File: src/design/seea_pkg.sv
// constants and register layout of the serial eeprom software access block
// ----------------------------------------------------------------------------
// ----------------------------------------------------------------------------
package seea_pkg;

  // ----------------------------------------------------------------------------
  // register map
  // ----------------------------------------------------------------------------
  localparam int unsigned REG_AW = 12;
  localparam logic [REG_AW-1:0] OFS_ACCESS_CTRL = 12'h0B4;
  localparam logic [REG_AW-1:0] OFS_IRQ_STATUS = 12'h0C0;
  localparam logic [REG_AW-1:0] OFS_IRQ_ENABLE = 12'h0C4;
  localparam logic [REG_AW-1:0] OFS_IRQ_CLEAR = 12'h0C8;

  // access control field layout
  localparam int unsigned ADDR_LSB = 0;
  localparam int unsigned ADDR_MSB = 15;
  localparam int unsigned DATA_LSB = 16;
  localparam int unsigned DATA_MSB = 23;
  localparam int unsigned BUSY_BIT = 24;
  localparam int unsigned DONE_BIT = 25;
  localparam int unsigned OPSEL_BIT = 26;
  localparam logic OPSEL_WRITE = 1'h0;
  localparam logic OPSEL_READ = 1'h1;

  // interrupt event layout
  localparam int unsigned EVT_W = 2;
  localparam int unsigned EVT_DONE = 0;
  localparam int unsigned EVT_REFUSED = 1;
  localparam logic [EVT_W-1:0] EVT_RESET = 2'h0;

  // reset values
  localparam logic [15:0] ADDR_RESET = 16'h0000;
  localparam logic [7:0] DATA_RESET = 8'h00;

  // ----------------------------------------------------------------------------
  // serial link timing and framing
  // ----------------------------------------------------------------------------
  localparam int unsigned SYS_CLK_PERIOD_NS = 10;
  localparam int unsigned SCK_HALF_NS = 50;
  // least time: round up to whole cycles
  localparam int unsigned SCK_HALF_CYC = (SCK_HALF_NS + SYS_CLK_PERIOD_NS - 1) / SYS_CLK_PERIOD_NS;
  localparam int unsigned DIV_W = 4;
  localparam logic [DIV_W-1:0] DIV_LAST = DIV_W'(SCK_HALF_CYC - 1);
  localparam int unsigned FRAME_BITS = 32;
  localparam logic [4:0] BIT_LAST = 5'h1F;
  localparam logic [7:0] CMD_READ = 8'h03;
  localparam logic [7:0] CMD_WRITE = 8'h02;

  typedef enum logic [1:0] {
    SEEA_IDLE = 2'b00,
    SEEA_SHIFT = 2'b01,
    SEEA_FINISH = 2'b10
  } seea_state_t;

endpackage : seea_pkg

File: src/design/seea_xfer_if.sv
// request and answer bundle between register front end and serial engine
`timescale 1ns/1ps
interface seea_xfer_if;
  logic start;
  logic is_read;
  logic [15:0] addr;
  logic [7:0] wdata;
  logic done;
  logic [7:0] rdata;

  modport ctl (output start, output is_read, output addr, output wdata, input done, input rdata);
  modport eng (input start, input is_read, input addr, input wdata, output done, output rdata);
endinterface : seea_xfer_if

File: src/design/seea_serial_engine.sv
// serial engine: one framed byte transfer to the external eeprom
`timescale 1ns/1ps
module seea_serial_engine (
  input wire logic sys_clk,
  input wire logic srst,
  seea_xfer_if.eng xfer,
  output logic ee_sck,
  output logic ee_cs_n,
  output logic ee_mosi,
  input wire logic ee_miso
);

  seea_pkg::seea_state_t state_ff;
  logic [seea_pkg::DIV_W-1:0] div_ff;
  logic [4:0] bit_ff;
  logic [seea_pkg::FRAME_BITS-1:0] tx_ff;
  logic [7:0] rx_ff;
  logic sck_ff;
  logic cs_n_ff;
  logic done_ff;
  logic [7:0] rdata_ff;
  logic miso_meta_ff;
  logic miso_ff;

  wire div_wrap = (div_ff == seea_pkg::DIV_LAST);
  wire last_bit = (bit_ff == seea_pkg::BIT_LAST);
  // command byte picks the transfer type, address and byte follow msb first
  wire [7:0] cmd = xfer.is_read ? seea_pkg::CMD_READ : seea_pkg::CMD_WRITE;
  // a read sends don't-care zeros in the data slot
  wire [7:0] out_byte = xfer.is_read ? 8'h00 : xfer.wdata;
  wire [seea_pkg::FRAME_BITS-1:0] frame = {cmd, xfer.addr, out_byte};

  // ----------------------------------------------------------------------------
  // pin input synchroniser
  // ----------------------------------------------------------------------------
  always_ff @(posedge sys_clk) begin
    miso_meta_ff <= ee_miso;
    miso_ff <= miso_meta_ff;
  end

  // ----------------------------------------------------------------------------
  // frame sequencer, mode 0: shift on falling, sample on rising
  // ----------------------------------------------------------------------------
  always_ff @(posedge sys_clk) begin
    if (srst) begin
      state_ff <= seea_pkg::SEEA_IDLE;
      div_ff <= '0;
      bit_ff <= '0;
      tx_ff <= '0;
      rx_ff <= 8'h00;
      sck_ff <= 1'b0;
      cs_n_ff <= 1'b1;
      done_ff <= 1'b0;
      rdata_ff <= 8'h00;
    end else begin
      done_ff <= 1'b0;
      case (state_ff)
        seea_pkg::SEEA_IDLE: begin
          if (xfer.start) begin
            tx_ff <= frame;
            cs_n_ff <= 1'b0;
            div_ff <= '0;
            bit_ff <= '0;
            state_ff <= seea_pkg::SEEA_SHIFT;
          end
        end
        seea_pkg::SEEA_SHIFT: begin
          div_ff <= div_wrap ? '0 : div_ff + 1'b1;
          if (div_wrap && !sck_ff) begin
            sck_ff <= 1'b1;
            rx_ff <= {rx_ff[6:0], miso_ff};
          end else if (div_wrap) begin
            sck_ff <= 1'b0;
            tx_ff <= {tx_ff[seea_pkg::FRAME_BITS-2:0], 1'b0};
            bit_ff <= bit_ff + 1'b1;
            if (last_bit) begin
              state_ff <= seea_pkg::SEEA_FINISH;
            end
          end
        end
        seea_pkg::SEEA_FINISH: begin
          // chip select released in the same cycle done is reported, so a new frame starts clean
          cs_n_ff <= 1'b1;
          done_ff <= 1'b1;
          rdata_ff <= rx_ff;
          state_ff <= seea_pkg::SEEA_IDLE;
        end
        default: begin
          state_ff <= seea_pkg::SEEA_IDLE;
        end
      endcase
    end
  end

  assign xfer.done = done_ff;
  assign xfer.rdata = rdata_ff;
  assign ee_sck = sck_ff;
  assign ee_cs_n = cs_n_ff;
  assign ee_mosi = tx_ff[seea_pkg::FRAME_BITS-1];

endmodule : seea_serial_engine

File: src/design/seea_access.sv
// top: software register access to single bytes of a serial eeprom
`timescale 1ns/1ps
module seea_access (
  input wire logic sys_clk,
  input wire logic srst,
  input wire logic [seea_pkg::REG_AW-1:0] reg_addr,
  input wire logic [31:0] reg_wdata,
  input wire logic reg_wr,
  input wire logic reg_rd,
  output logic [31:0] reg_rdata,
  output logic irq,
  output logic ee_sck,
  output logic ee_cs_n,
  output logic ee_mosi,
  input wire logic ee_miso
);

  // ----------------------------------------------------------------------------
  // state
  // ----------------------------------------------------------------------------
  logic [15:0] addr_ff;
  logic [7:0] data_ff;
  logic op_ff;
  logic busy_ff;
  logic done_ff;
  logic [seea_pkg::EVT_W-1:0] sts_ff;
  logic [seea_pkg::EVT_W-1:0] ien_ff;
  logic irq_ff;
  logic [31:0] rdata_ff;
  logic start_ff;
  logic is_read_ff;

  seea_xfer_if xfer ();

  // ----------------------------------------------------------------------------
  // address decode
  // ----------------------------------------------------------------------------
  wire sel_ctrl = (reg_addr == seea_pkg::OFS_ACCESS_CTRL);
  wire sel_sts = (reg_addr == seea_pkg::OFS_IRQ_STATUS);
  wire sel_ien = (reg_addr == seea_pkg::OFS_IRQ_ENABLE);
  wire sel_clr = (reg_addr == seea_pkg::OFS_IRQ_CLEAR);
  wire wr_ctrl = reg_wr && sel_ctrl;

  // a word write always carries the data byte, so each one made while idle is a start request
  wire req_start = wr_ctrl && !busy_ff;
  // writes that land while a transfer runs are dropped and flagged
  wire req_refused = wr_ctrl && busy_ff;
  wire op_new = reg_wdata[seea_pkg::OPSEL_BIT];
  wire done_clr = wr_ctrl && reg_wdata[seea_pkg::DONE_BIT];
  wire eng_done = xfer.done;

  // ----------------------------------------------------------------------------
  // next values of the access control fields
  // ----------------------------------------------------------------------------
  logic [15:0] nxt_addr;
  logic [7:0] nxt_data;
  logic nxt_op;
  logic nxt_busy;
  logic nxt_done;

  always_comb begin
    nxt_addr = addr_ff;
    nxt_data = data_ff;
    nxt_op = op_ff;
    nxt_busy = busy_ff;
    nxt_done = done_ff;
    if (req_start) begin
      nxt_addr = reg_wdata[seea_pkg::ADDR_MSB:seea_pkg::ADDR_LSB];
      nxt_op = op_new;
      // both ops keep the written byte visible; a read replaces it with the eeprom byte at completion
      nxt_data = reg_wdata[seea_pkg::DATA_MSB:seea_pkg::DATA_LSB];
      nxt_busy = 1'b1;
      nxt_done = 1'b0;
    end else if (done_clr) begin
      nxt_done = 1'b0;
    end
    // completion: busy falls in the same cycle done rises, and beats a clear
    if (eng_done) begin
      nxt_busy = 1'b0;
      nxt_done = 1'b1;
      if (op_ff == seea_pkg::OPSEL_READ) begin
        nxt_data = xfer.rdata;
      end
    end
  end

  // ----------------------------------------------------------------------------
  // access control register
  // ----------------------------------------------------------------------------
  always_ff @(posedge sys_clk) begin
    if (srst) begin
      addr_ff <= seea_pkg::ADDR_RESET;
      data_ff <= seea_pkg::DATA_RESET;
      op_ff <= seea_pkg::OPSEL_WRITE;
      busy_ff <= 1'b0;
      done_ff <= 1'b0;
    end else begin
      addr_ff <= nxt_addr;
      data_ff <= nxt_data;
      op_ff <= nxt_op;
      busy_ff <= nxt_busy;
      done_ff <= nxt_done;
    end
  end

  // ----------------------------------------------------------------------------
  // engine request: one-cycle start with the freshly written fields
  // ----------------------------------------------------------------------------
  always_ff @(posedge sys_clk) begin
    if (srst) begin
      start_ff <= 1'b0;
      is_read_ff <= 1'b0;
    end else begin
      start_ff <= req_start;
      if (req_start) begin
        is_read_ff <= (op_new == seea_pkg::OPSEL_READ);
      end
    end
  end

  // engine takes the held fields, so a later change cannot corrupt a frame
  assign xfer.start = start_ff;
  assign xfer.is_read = is_read_ff;
  assign xfer.addr = addr_ff;
  assign xfer.wdata = data_ff;

  seea_serial_engine u_engine (
    .sys_clk(sys_clk),
    .srst(srst),
    .xfer(xfer),
    .ee_sck(ee_sck),
    .ee_cs_n(ee_cs_n),
    .ee_mosi(ee_mosi),
    .ee_miso(ee_miso)
  );

  // ----------------------------------------------------------------------------
  // interrupt status, enable and clear
  // ----------------------------------------------------------------------------
  wire [seea_pkg::EVT_W-1:0] evt_set = {req_refused, eng_done};
  wire [seea_pkg::EVT_W-1:0] evt_clr = (reg_wr && sel_clr) ? reg_wdata[seea_pkg::EVT_W-1:0] : '0;
  // set wins over clear so an event in the clear cycle survives
  wire [seea_pkg::EVT_W-1:0] nxt_sts = (sts_ff & ~evt_clr) | evt_set;
  wire [seea_pkg::EVT_W-1:0] nxt_ien = (reg_wr && sel_ien) ? reg_wdata[seea_pkg::EVT_W-1:0] : ien_ff;
  wire nxt_irq = |(nxt_sts & nxt_ien);

  always_ff @(posedge sys_clk) begin
    if (srst) begin
      sts_ff <= seea_pkg::EVT_RESET;
      ien_ff <= seea_pkg::EVT_RESET;
      irq_ff <= 1'b0;
    end else begin
      sts_ff <= nxt_sts;
      ien_ff <= nxt_ien;
      irq_ff <= nxt_irq;
    end
  end

  // ----------------------------------------------------------------------------
  // read path: data in the cycle after the strobe, unmapped reads zero
  // ----------------------------------------------------------------------------
  logic [31:0] ctrl_view;
  logic [31:0] rd_mux;

  always_comb begin
    ctrl_view = 32'h0000_0000;
    ctrl_view[seea_pkg::ADDR_MSB:seea_pkg::ADDR_LSB] = addr_ff;
    ctrl_view[seea_pkg::DATA_MSB:seea_pkg::DATA_LSB] = data_ff;
    ctrl_view[seea_pkg::BUSY_BIT] = busy_ff;
    ctrl_view[seea_pkg::DONE_BIT] = done_ff;
    ctrl_view[seea_pkg::OPSEL_BIT] = op_ff;
  end

  always_comb begin
    rd_mux = 32'h0000_0000;
    if (sel_ctrl) begin
      rd_mux = ctrl_view;
    end else if (sel_sts) begin
      rd_mux[seea_pkg::EVT_W-1:0] = sts_ff;
    end else if (sel_ien) begin
      rd_mux[seea_pkg::EVT_W-1:0] = ien_ff;
    end
  end

  // holds zero outside the answer cycle to keep the bus quiet
  always_ff @(posedge sys_clk) begin
    if (srst) begin
      rdata_ff <= 32'h0000_0000;
    end else begin
      rdata_ff <= reg_rd ? rd_mux : 32'h0000_0000;
    end
  end

  assign reg_rdata = rdata_ff;
  assign irq = irq_ff;

endmodule : seea_access

File: config.mk
export PLATFORM = sky130hd
export DESIGN_NAME = seea_access
export DESIGN_NICKNAME = d
export VERILOG_FILES = /design/src/design/seea_pkg.sv /design/src/design/seea_xfer_if.sv /design/src/design/seea_serial_engine.sv /design/src/design/seea_access.sv
export SDC_FILE = /design/constraint.sdc
export NUM_CORES = 1
export LEC_CHECK = 0
export BUFFER_PORTS_ARGS = -buffer_cell sky130_fd_sc_hd__buf_2
export CAP_MARGIN = 20
export CORE_MARGIN = 1
export CORE_UTILIZATION = 56
export DETAILED_ROUTE_END_ITERATION = 7
export GPL_TIMING_DRIVEN = 1
export PLACE_DENSITY = 0.8
export SYNTH_ARGS = -nofsm -noshare
export SYNTH_HDL_FRONTEND = slang
export SYNTH_SLANG_ARGS = --single-unit
File: constraint.sdc
create_clock -name sys_clk -period 2.08 [get_ports sys_clk]
set_input_delay 0 -clock sys_clk [delete_from_list [all_inputs] [get_ports sys_clk]]
set_output_delay 0 -clock sys_clk [all_outputs]
set_load 0.01 [all_outputs]
# Yosys cells after proc, flatten, opt, wreduce, memory -nomap -nowiden
# Cells that the tools add are included.
word_totals:
  memories: 0
  word_cells: 100
  rom_bits: 0
  ram_bits: 0
  output_inout_bits: 36
  latchBits: 0
  in_bits: 49
  ff_bits: 129
op_classes:
  mux: 34
  order_cmp: 0
  div: 0
  shifts: 0
  n_eq_ne: 12
  add_sub_neg: 2
  reduce_logical: 24
  bitwise: 6
  n_mul: 0
op_table:
  columns: ["operator", "count"]
  rows:
  - ["two-way mux 32 bit", 3]
  - ["case mux 32 bit (2 select lines)", 1]
  - ["equality test 12 x 8 -> 1 bit, second input constant", 4]
  - ["two-way mux 8 bit", 4]
  - ["two-way mux 2 bit", 9]
  - ["two-way mux 5 bit", 3]
  - ["case mux 5 bit (2 select lines)", 1]
  - ["two-way mux 1 bit", 8]
  - ["two-way mux 4 bit", 2]
  - ["case mux 4 bit (2 select lines)", 1]
  - ["AND reduction 2 bit", 4]
  - ["AND reduction 4 bit", 2]
  - ["logical AND 1 bit", 7]
  - ["nonzero test 2 bit", 3]
  - ["OR reduction 2 bit", 3]
  - ["adder 5 x 1 -> 5 bit, second input constant", 1]
  - ["equality test 5 bit, second input constant", 1]
  - ["adder 4 x 1 -> 4 bit, second input constant", 1]
  - ["AND 2 bit", 2]
  - ["equality test 4 x 3 -> 1 bit, second input constant", 1]
  - ["inequality test 2 x 1 -> 1 bit, second input constant", 2]
  - ["inequality test 2 bit, second input constant", 2]
  - ["case mux 2 bit (2 select lines)", 1]
  - ["nonzero test 3 bit", 1]
  - ["9 further kinds", 11]

# Depth between registers and ports, before layout
# Gate-level depths: netlist of the first run.
depth:
  ltp_word: 8
  depth_mapped: 7
  ltp_nobuf: 6

# Cells and area by module
# Synthesis of the first run repeated with hierarchy kept, for this count alone.
unflattened:
  cells_unflattened: 523
  hier_area_um2: 5200.0
by_module_without_submodules:
  columns: ["mod", "seq_area_each_um2", "area_per_inst_um2", "cells_per_inst", "n_inst"]
  rows:
  - ["seea_serial_engine", 1281.2, 3027.9, 319, 1]
  - ["seea_access", 1201.2, 2172.1, 204, 1]

# Least setup slack after synthesis of the first run
# No wires, ideal clock.
synth_timing:
  path_type: "register -> register"
  start: "register u_engine.div_ff[0] in the netlist's numbering"
  end: "register u_engine.bit_ff[3]"
  period_less_slack_ps: 1611
  setup_ps: 86
  stages_incl_launch_ff: 7
  required_time_ps: 1994
  t_arrival_ps: 1526
  n_path_buf: 0
  slack_ps: 469
  cell_sequence: "dfxtp_1 inv_1 ha_1 nand3b_1 o21a_1 or4_1 a211oi_1"
synth_via:
  elab_chain_cells: 4
  word_cells_on_any_way: 5
  cone_classes: "eq/ne: 3; reduce/logical: 2"
synth_lines:
  columns: ["item", "line", "source"]
  rows:
  - ["start: declaration", "seea_serial_engine.sv:14", "logic [seea_pkg::DIV_W-1:0] div_ff;"]
  - ["start signal: assignment", "seea_serial_engine.sv:68", "div_ff <= div_wrap ? '0 : div_ff + 1'b1;"]
  - ["equality test 4 x 3 -> 1 bit (*)", "seea_serial_engine.sv:25", "wire div_wrap = (div_ff == seea_pkg::DIV_LAST);"]
  - ["logical AND 1 bit", "seea_serial_engine.sv:69", "if (div_wrap && !sck_ff) begin"]
  - ["inequality test 2 bit (no source line)", null, null]
  - ["AND reduction 4 bit (no source line) (*)", null, null]
  - ["end signal: assignment", "seea_serial_engine.sv:75", "bit_ff <= bit_ff + 1'b1;"]
  - ["end: declaration", "seea_serial_engine.sv:15", "logic [4:0] bit_ff;"]
# Every way passes the cells marked *; elsewhere a longest branch is shown, timed or not.
# A chain may end at the register's enable or synchronous reset.

# Worst setup path after layout of the first run
layout_timing:
  start: "input reg_addr[8] in the netlist's numbering"
  end: "register start_ff"
layout_via:
  elab_chain_cells: 3
layout_lines:
  columns: ["item", "line", "source"]
  rows:
  - ["start: declaration", "seea_access.sv:6", "input wire logic [seea_pkg::REG_AW-1:0] reg_addr,"]
  - ["equality test 12 x 8 -> 1 bit", "seea_access.sv:38", "wire sel_ctrl = (reg_addr == seea_pkg::OFS_ACCESS_CTRL);"]
  - ["logical AND 1 bit", "seea_access.sv:42", "wire wr_ctrl = reg_wr && sel_ctrl;"]
  - ["logical AND 1 bit", "seea_access.sv:45", "wire req_start = wr_ctrl && !busy_ff;"]
  - ["end signal: assignment", "seea_access.sv:114", "start_ff <= req_start;"]
  - ["end: declaration", "seea_access.sv:30", "logic start_ff;"]
# No other way between the ends.

==> results of run 1 <==
[metrics by stage]
step           setup TNS (ns)  util, %  hold WS, ns  instance area [um2]  setup slack [ns]
6_report                    0    75.79      0.01289                 6578           0.02651
5_1_grt              -0.02865    75.79      0.05114                 6578          -0.02667
4_1_cts                     0    75.19     0.005737                 6525           0.02629
3_5_place_dp                0    63.03       0.1052                 5470           0.07374
3_3_place_gp                0    63.03       0.1035                 5470            0.2518
2_1_floorplan               0        -      0.02772                 5021            0.4688
[state kept, by name, summed over array words and instances (netlist names), 2 cells and up]
signal / count
ien_ff: 2
sts_ff: 2
data_ff: 8
u_engine.rx_ff: 8
addr_ff: 16
u_engine.tx_ff: 32
u_engine.xfer.rdata: 8
reg_rdata: 27
u_engine.bit_ff: 5
u_engine.state_ff: 2
u_engine.div_ff: 4
[worst register-to-register path, stage by stage, from the launching register on]
cell           delay, ns
dfxtp_1             0.36
inv_1               0.11
nand4_1             0.08
dlygate4sd3_1       0.58
o22ai_2             0.12
dlygate4sd3_1       0.58
nor2_1              0.04
[routing by layer]
metal / share of wire, % / track usage, % / routed length [um]
met4: 3.0 / 13.24 / 402
met1: 42 / 36.24 / 5570
met5: 0 / 0 / 0
met3: 5.8 / 7.277 / 782
met2: 50 / 47.83 / 6664
[layout make-up]
class                   count  share of cell area [%]
flip-flops and latches    124                   37.74
multi-input cells         358                   35.06
repair buffers            140                   15.03
clock buffers              17                   6.296
clock inverters            15                   3.196
well taps                 108                   2.054
inverters                  11                  0.6277
[report_power, final]
group | internal (mW) | switching (mW) | leakage [nW]
logic | 0.0868 | 0.0780 | 1.18
registers | 2.38 | 0.000592 | 0.999
clock network | 1.97 | 1.14 | 0.305
total | 4.43 | 1.22 | 2.48
[cells in the final DEF (no fill, tap or decap), drive strengths merged, types with 9 or more instances in the layout]
cell / count
clkbuf: 17
dfxtp: 124
inv: 14
mux2i: 27
nor2: 28
nand4: 13
dlygate4sd3: 43
nor4: 19
o21ai: 33
nand3: 21
nor3: 14
nor3b: 9
a211oi: 10
nand2: 19
a21oi: 68
buf: 97
a311oi: 17
and2: 27
[worst min path at each step]
stage	end	cells past startpoint	from
floorplan	u_engine.miso_meta_ff	0	ee_miso
global placement	u_engine.miso_meta_ff	1	ee_miso
detailed placement	u_engine.miso_meta_ff	1	ee_miso
CTS	ien_ff[0]	5	reg_addr[1]
global route	sts_ff[0]	3	srst
finish	ien_ff[0]	5	reg_addr[1]
[repair_timing]
item / CTS / global route
hold endpoints to repair: 35 / 0
hold buffers: 43 / 0
buffers inserted: 0 / 2
gates resized for setup: 0 / 11
setup endpoints to repair: 0 / 10
[kinds of logic (layout without fill, tap and decap cells)]
kind of cell / count (synthesis) / after routing / share of synthesized area, %
simple gates: 175 / 175 / 20.52
compound gates: 147 / 147 / 17.75
flops: 124 / 124 / 49.59
buf+inv: 65 / 183 / 5.674
mux: 27 / 27 / 5.399
fa+ha+maj: 4 / 4 / 0.9998
other cells: 1 / 5 / 0.07491
==> flow_metrics.env, run 1 <==
export IMPL_cts_tree="built"
export IMPL_synth_seq_cells=124
export IMPL_slew_violations=0
export IMPL_dp_hpwl_mm=7.480
export IMPL_clk_pin_slew_ns=0.06
export IMPL_multi_input_area_um2=2306
export IMPL_maxCapViolCount=0
export IMPL_crit_end="start_ff"
export IMPL_numCtsBuffers=17
export IMPL_arrival_ns=2.50
export IMPL_path_class="primary input to flop"
export IMPL_cp_depth=7
export IMPL_power_static_leakage_nw=2.484
export IMPL_yosys_area_top_type_share_pct=49.59
export IMPL_nets=705
export IMPL_n_fill_cell=558
export IMPL_io_buffers=73
export IMPL_reg2reg_to="sts_ff[0]"
export IMPL_ys_top_cells_by_count="dfxtp_1, a21oi_1, clkbuf_1"
export IMPL_hold_viol=0
export IMPL_fmax_ghz=0.4870
export IMPL_place_inst=696
export IMPL_crit_top_cell="dlygate4sd3_1"
export IMPL_finalWirelength_mm=13.42
export IMPL_num_vias=4679
export IMPL_ys_types=45
export IMPL_diodes=0
export IMPL_worst_r2r_cell_count=6
export IMPL_synth_edf_count=0
export IMPL_cp_max_fo=3
export IMPL_grt_max_degree=63
export IMPL_drive_above_1_share_pct=21.50
export IMPL_finalNonFillerCells=773
export IMPL_core_um2=8678
export IMPL_drt_pass1_iter_count=6
export IMPL_slowest_delay_ns=0.62
export IMPL_grt_pass1_wl_mm=20.83
export IMPL_synth_area_top_cells="dfxtp_1, a21oi_1, mux2i_1"
export IMPL_post_route_period_util_pct=98.73
export IMPL_r2r_start="u_engine.xfer.done"
export IMPL_path_delay_family="buffers and inverters"
export IMPL_ys_warn_count=0
export IMPL_drtIter0Drc=376
export IMPL_drt_antenna_violating_nets=0
export IMPL_peakVddDrop_mv=0.6858
export IMPL_dieArea_um2=9322
export IMPL_power_density_nw_per_um2=859.0
export IMPL_ctsLongestPathBuffers=2
export IMPL_drc_errors=0
export IMPL_track_usage_pct=29.23
export IMPL_antenna_found_initial=0
export IMPL_report_power_total_mw=5.650
export IMPL_crit_chain="dlygate4sd3_1, buf_2, nor4_4, nand4_1, dlygate4sd3_1, nor4_2, dlygate4sd3_1"
export IMPL_yosys_area_top_type="dfxtp_1"
export IMPL_slowest_stage="dlygate4sd3_1"
export IMPL_synth_cells=543
export IMPL_cp_end_kind="flop"
export IMPL_clock_latency_ns=0.52
export IMPL_start_kind="primary input"
export IMPL_ys_async_sr_fraction_pct=0
export IMPL_path_buf_inv=4
export IMPL_synth_most_common_cell="dfxtp_1"
export IMPL_cp_startpoint="reg_addr[8]"
export IMPL_ys_seq_area_share_pct=49.59
export IMPL_min_path_type="primary input to flop"
export IMPL_rsz0062_at_grt="yes"
export IMPL_fin_worst_skew_ns=0.007534
export IMPL_h_tree_depth=4
export IMPL_syn_avg_cell_area_um2=9.219
export IMPL_ys_flop_type="dfxtp_1"
export IMPL_wl_per_cell_um=17.36
export IMPL_worst_slew_pin_slew_ns=0.6343
export IMPL_cts_sinks=124
export IMPL_regArea_um2=2482
export IMPL_initial_core_util_pct=57.68
export IMPL_ios=85
export IMPL_maxSlewHeadroom_pct=57.71
export IMPL_die_y_um=96.55
export IMPL_setup_violations=0
export IMPL_syn_to_final_growth_pct=31.39
export IMPL_grt_pass1_vias=4374
export IMPL_fp_dieW_um=96.55
export IMPL_ff2ff_setup_slack_ns=0.08
export IMPL_grt_overflow=0
export IMPL_synth_area_um2=5006
export IMPL_status="complete, no violations"
export IMPL_row_count=34
export IMPL_required_ns=2.53
export IMPL_fin_crit_ns=2.053
export IMPL_gp_congestion=0.8313
export IMPL_root_buffer="clkbuf_8"
export IMPL_vias_per_cell=6.053
No activity file was read; power rests on OpenSTA's default activity.
==> run 2, diff against run 1 <==
Settings changed: CORE_UTILIZATION 56 to 60, PLACE_DENSITY 0.8 to 0.84.
Clock period 2.08 ns to 2.4 ns, I/O delays scaled along.
==> flow_metrics.env, run 2 (synthesis gave the netlist of run 1 again) <==
export IMPL_ff2ff_setup_slack_ns=0.04
export IMPL_wl_met3_mm=1.434
export IMPL_cp_startpoint="busy_ff"
export IMPL_maxCapViolCount=0
export IMPL_drtIter0Drc=583
export IMPL_holdPathStages=5
export IMPL_post_cts_buffers=0
export IMPL_grt_max_degree=44
export IMPL_worstHoldStart="reg_addr[5]"
export IMPL_seqPwrFrac_pct=42.0
export IMPL_status="complete, no violations"
export IMPL_syn_to_final_growth_pct=29.54
export IMPL_drt_pass1_iter_count=7
export IMPL_clk_pin_slew_ns=0.06
export IMPL_grt_pass1_wl_mm=23.72
export IMPL_vias_per_cell=6.472
export IMPL_fp_dieW_um=93.34
export IMPL_diodes=0
export IMPL_layout_commonest_cell="dfxtp_1"
export IMPL_combPwrFrac_pct=3.0
export IMPL_grt_pass1_vias=4699
export IMPL_track_usage_pct=36.02
export IMPL_fin_crit_ns=2.359
export IMPL_hold_path_end="ien_ff[0]"
export IMPL_cts_tree="built"
export IMPL_worst_r2r_cell_count=4
export IMPL_worst_slew_pin_slew_ns=0.7414
export IMPL_largest_register="u_engine.tx_ff"
export IMPL_initial_core_util_pct=63.47
export IMPL_cp_max_fo=26
export IMPL_clock_latency_ns=0.52
export IMPL_n_fill_cell=431
export IMPL_gp_congestion=0.9005
export IMPL_reg2reg_to="addr_ff[5]"
export IMPL_switchingPower_mw=1.014
export IMPL_routedLengthMet1_mm=5.744
export IMPL_drt_antenna_violating_nets=0
export IMPL_post_route_period_util_pct=98.29
export IMPL_finalWirelength_mm=15.07
export IMPL_required_ns=2.80
export IMPL_io_buffers=73
export IMPL_regArea_um2=2482
export IMPL_num_vias=4925
export IMPL_dieArea_um2=8712
export IMPL_antenna_found_initial=0
export IMPL_fin_worst_skew_ns=0.01073
export IMPL_setup_violations=0
export IMPL_utilization_pct=82.22
export IMPL_numCtsBuffers=17
export IMPL_maxUsedRoutingLayer="met4"
export IMPL_wl_per_cell_um=19.81
export IMPL_final_cell_mix="dfxtp_1, buf_2, a21oi_1, dlygate4sd3_1, o21ai_0"
export IMPL_intPower_mw=3.897
export IMPL_wl_met2_mm=7.321
export IMPL_start_kind="flop"
export IMPL_largest_reg_flops=32
export IMPL_min_path_type="primary input to flop"
export IMPL_drc_errors=0
export IMPL_nets=699
export IMPL_cts_sinks=124
export IMPL_power_density_nw_per_um2=757.4
export IMPL_root_buffer="clkbuf_8"
export IMPL_drive_above_1_share_pct=19.42
export IMPL_power_static_leakage_nw=2.451
export IMPL_dp_hpwl_mm=7.616
export IMPL_ios=85
export IMPL_power_share_clock_pct=55.1
export IMPL_place_area_um2=5390
export IMPL_row_count=32
export IMPL_design_area_um2=6485
export IMPL_path_class="flop to flop"
export IMPL_ctsLongestPathBuffers=2
export IMPL_hold_viol=0
export IMPL_r2r_start="busy_ff"
export IMPL_multi_input_area_um2=2267
export IMPL_maxSlewHeadroom_pct=50.57
export IMPL_report_power_total_mw=4.911
export IMPL_peakVddDrop_mv=0.5802
export IMPL_grt_overflow=0
export IMPL_core_um2=7888
export IMPL_sw_frac_of_total_pct=20.65
export IMPL_slew_violations=0
export IMPL_arrival_ns=2.76
export IMPL_die_y_um=93.34
export IMPL_cp_end_kind="flop"
export IMPL_fmax_ghz=0.4239
export IMPL_h_tree_depth=4
-- run 2: worst max-delay path by stage --
stage	end	slack, ns	depth (start not counted)
4_1_cts	addr_ff[4]	0.02	4
2_1_floorplan	u_engine.bit_ff[3]	0.79	6
3_3_place_gp	u_engine.bit_ff[3]	0.42	6
3_5_place_dp	u_engine.bit_ff[3]	0.31	6
5_1_grt	addr_ff[4]	-0.02	4
6_report	addr_ff[5]	0.04	4
-- run 2: what timing repair did --
item / in CTS / in global routing
gates resized for setup: 0 / 3
setup endpoints to repair: 0 / 6
hold buffers: 46 / 0
endpoints found under the hold margin: 48 / 0
-- run 2: per-layer routing --
| layer | up-vias | track usage, % |
|---|---|---|
| met3 | 67 | 9.675 |
| met5 | - | 0 |
| li1 | 2191 | - |
| met2 | 361 | 60.05 |
| met4 | 0 | 18.97 |
| met1 | 2306 | 42.28 |
-- run 2: metrics by stage --
step / std cells / setup slack (ns) / setup TNS [ns] / hold slack (ns)
after detailed placement: 683 / 0.3051 / 0 / 0.1040
after CTS: 761 / 0.01702 / 0 / 0.00008032
final: 761 / 0.04092 / 0 / 0.01562
after global placement: 683 / 0.4207 / 0 / 0.1044
after floorplan: 547 / 0.7888 / 0 / 0.02772
after global routing: 761 / -0.01839 / -0.05358 / 0.05791
-- run 2: power by group through the flow --
stage	Sequential [mW]	Combinational, mW	Clock (mW)
6_report	2.06	0.145	2.70
5_1_grt	2.06	0.154	2.79
4_1_cts	2.06	0.136	2.68
3_5_place_dp	2.11	0.0915	0
3_3_place_gp	2.11	0.0904	0
2_1_floorplan	2.11	0.0459	0
-- run 2: final cells by class --
class / count / area share [%]
multi-input cells: 358 / 34.96
clock inverters: 11 / 2.547
well taps: 102 / 1.968
flip-flops and latches: 124 / 38.28
clock buffers: 21 / 7.081
inverters: 11 / 0.6946
repair buffers: 134 / 14.47
-- run 2: critical path, stage by stage, from the launching register on --
cell and delay (ns):
dfxtp_1 0.68, clkinvlp_4 0.62, nand3_1 0.25, a21oi_1 0.09
dlygate4sd3_1 0.58
==> run 3, diff against run 2 <==
Settings changed: BUFFER_PORTS_ARGS -buffer_cell sky130_fd_sc_hd__buf_2 to not set, CORE_UTILIZATION 60 to 65, DONT_BUFFER_PORTS set to 1, PLACE_DENSITY 0.84 to 0.81.
==> flow_metrics.env, run 3 (synthesis gave the netlist of run 1 again) <==
export IMPL_status="complete, no violations"
export IMPL_die_y_um=89.76
export IMPL_nets=627
export IMPL_seqPwrFrac_pct=44.0
export IMPL_clk_pin_slew_ns=0.06
export IMPL_n_fill_cell=379
export IMPL_sw_frac_of_total_pct=21.94
export IMPL_dieArea_um2=8057
export IMPL_h_tree_depth=4
export IMPL_clock_latency_ns=0.52
export IMPL_drt_pass1_iter_count=5
export IMPL_ctsLongestPathBuffers=2
export IMPL_power_share_clock_pct=53.5
export IMPL_initial_core_util_pct=68.29
export IMPL_place_ws_ns=0.4062
export IMPL_crit_chain="dlygate4sd3_1, nor4b_4, dlygate4sd3_1, nand3_1, o32ai_1, o311a_1, dlygate4sd3_1"
export IMPL_rsz0062_at_grt="no"
export IMPL_cp_end_kind="flop"
export IMPL_diodes=0
export IMPL_path_class="primary input to flop"
export IMPL_grt_pass1_vias=4393
export IMPL_drc_errors=0
export IMPL_maxCapViolCount=0
export IMPL_wl_met2_mm=6.825
export IMPL_power_static_leakage_nw=2.085
export IMPL_fmax_ghz=0.4335
export IMPL_regArea_um2=2482
export IMPL_start_kind="primary input"
export IMPL_ios=85
export IMPL_path_buf_inv=3
export IMPL_largest_register="u_engine.tx_ff"
export IMPL_slew_violations=0
export IMPL_arrival_ns=2.77
export IMPL_io_buffers=0
export IMPL_final_cell_mix="dfxtp_1, a21oi_1, dlygate4sd3_1, o21ai_0"
export IMPL_cts_sinks=124
export IMPL_final_setup_tns_ns=0
export IMPL_drive_above_1_share_pct=9.370
export IMPL_cp_max_fo=5
export IMPL_holdWs_ns=0.02618
export IMPL_slowest_stage="dlygate4sd3_1"
export IMPL_path_delay_family="buffers and inverters"
export IMPL_largest_reg_flops=32
export IMPL_grt_pass1_wl_mm=21.90
export IMPL_finalWirelength_mm=13.74
export IMPL_final_setup_worst_slack_ns=0.09301
export IMPL_finalNonFillerCells=686
export IMPL_vias_per_cell=6.554
export IMPL_row_count=31
export IMPL_place_inst=604
export IMPL_syn_to_final_growth_pct=21.97
export IMPL_core_um2=7331
export IMPL_place_area_um2=4999
export IMPL_crit_top_cell="dlygate4sd3_1"
export IMPL_grt_max_degree=99
export IMPL_track_usage_pct=34.37
export IMPL_peakVddDrop_mv=0.5443
export IMPL_layout_commonest_cell="dfxtp_1"
export IMPL_design_area_um2=6106
export IMPL_multi_input_area_um2=2267
export IMPL_slowest_delay_ns=0.64
export IMPL_combPwrFrac_pct=2.4
export IMPL_drtIter0Drc=568
export IMPL_fin_crit_ns=2.307
export IMPL_numCtsBuffers=17
export IMPL_post_route_period_util_pct=96.12
export IMPL_antenna_found_initial=0
export IMPL_setup_violations=0
export IMPL_num_vias=4496
export IMPL_min_path_type="primary input to flop"
export IMPL_routedLengthMet1_mm=5.391
export IMPL_hold_viol=0
export IMPL_cts_tree="built"
export IMPL_dp_hpwl_mm=6.946
export IMPL_switchingPower_mw=1.027
export IMPL_required_ns=2.86
export IMPL_gp_congestion=0.8620
export IMPL_drt_antenna_violating_nets=0
export IMPL_intPower_mw=3.653
export IMPL_grt_overflow=0
export IMPL_fin_worst_skew_ns=0.008583
export IMPL_wl_per_cell_um=20.03
export IMPL_worst_slew_pin_slew_ns=0.7810
export IMPL_power_density_nw_per_um2=766.4
export IMPL_maxSlewHeadroom_pct=47.61
export IMPL_root_buffer="clkbuf_8"
export IMPL_wl_met3_um=966
export IMPL_maxUsedRoutingLayer="met4"
export IMPL_fp_dieW_um=89.76
-- run 3: cell count changes in the layout (fill, tap and decap cells not counted), moves of 2 or more --
cell,delta
inv_6,+2
bufinv_16,-2
clkinv_4,+3
buf_4,-2
clkinvlp_4,-2
buf_2,-73
-- run 3: area by class of cell --
type                            count  area share (%)
Inverter                           11          0.6762
Tap cell                           99           2.029
Clock inverter                     13           2.316
Multi-Input combinational cell    358           37.13
Clock buffer                       19           7.234
Sequential cell                   124           40.66
Timing Repair Buffer               62           9.959
-- run 3: worst paths after layout --
kind                                       startpoint                      to  slack (ns)  cells after the start
worst max-delay path                      reg_addr[3]            reg_rdata[1]        0.09                      7
worst min-delay path                          ee_miso   u_engine.miso_meta_ff        0.03                      1
worst max register to register   u_engine.state_ff[1]  u_engine.xfer.rdata[6]        0.15                      6
worst min register to register  u_engine.miso_meta_ff        u_engine.miso_ff        0.34                      0
-- run 3: power groups by stage --
stage	Combinational (mW)	Clock, mW	Sequential [mW]
3_3_place_gp	0.0192	0	2.11
4_1_cts	0.104	2.48	2.06
6_report	0.115	2.50	2.06
5_1_grt	0.118	2.61	2.06
3_5_place_dp	0.0196	0	2.11
2_1_floorplan	0.0459	0	2.11
-- run 3: repair_timing --
item / CTS / global route
endpoints found under the hold margin: 123 / 0
buffers inserted: 0 / 1
gates resized for setup: 0 / 3
setup endpoints to repair: 0 / 5
hold buffers: 49 / 0
-- run 3: worst reg2reg max path, cell delays in order, from the launching register on --
cell,delay [ns]
dfxtp_1,0.50
buf_4,0.29
clkinv_1,0.13
nor2_2,0.39
nand2_1,0.14
a21oi_1,0.16
dlygate4sd3_1,0.58
-- run 3: per-layer routing --
metal | vias up | global-route usage [%]
li1 | 2054 | -
met1 | 2142 | 39.49
met2 | 239 | 58.27
met3 | 61 | 8.206
met4 | 0 | 20.08
met5 | - | 0
-- run 3: per-stage QoR --
step / total power, mW / util, %
after global routing: 4.783 / 83.29
after CTS: 4.645 / 83.07
after floorplan: 2.152 / -
final: 4.680 / 83.29
after global placement: 2.125 / 68.19
after detailed placement: 2.126 / 68.19
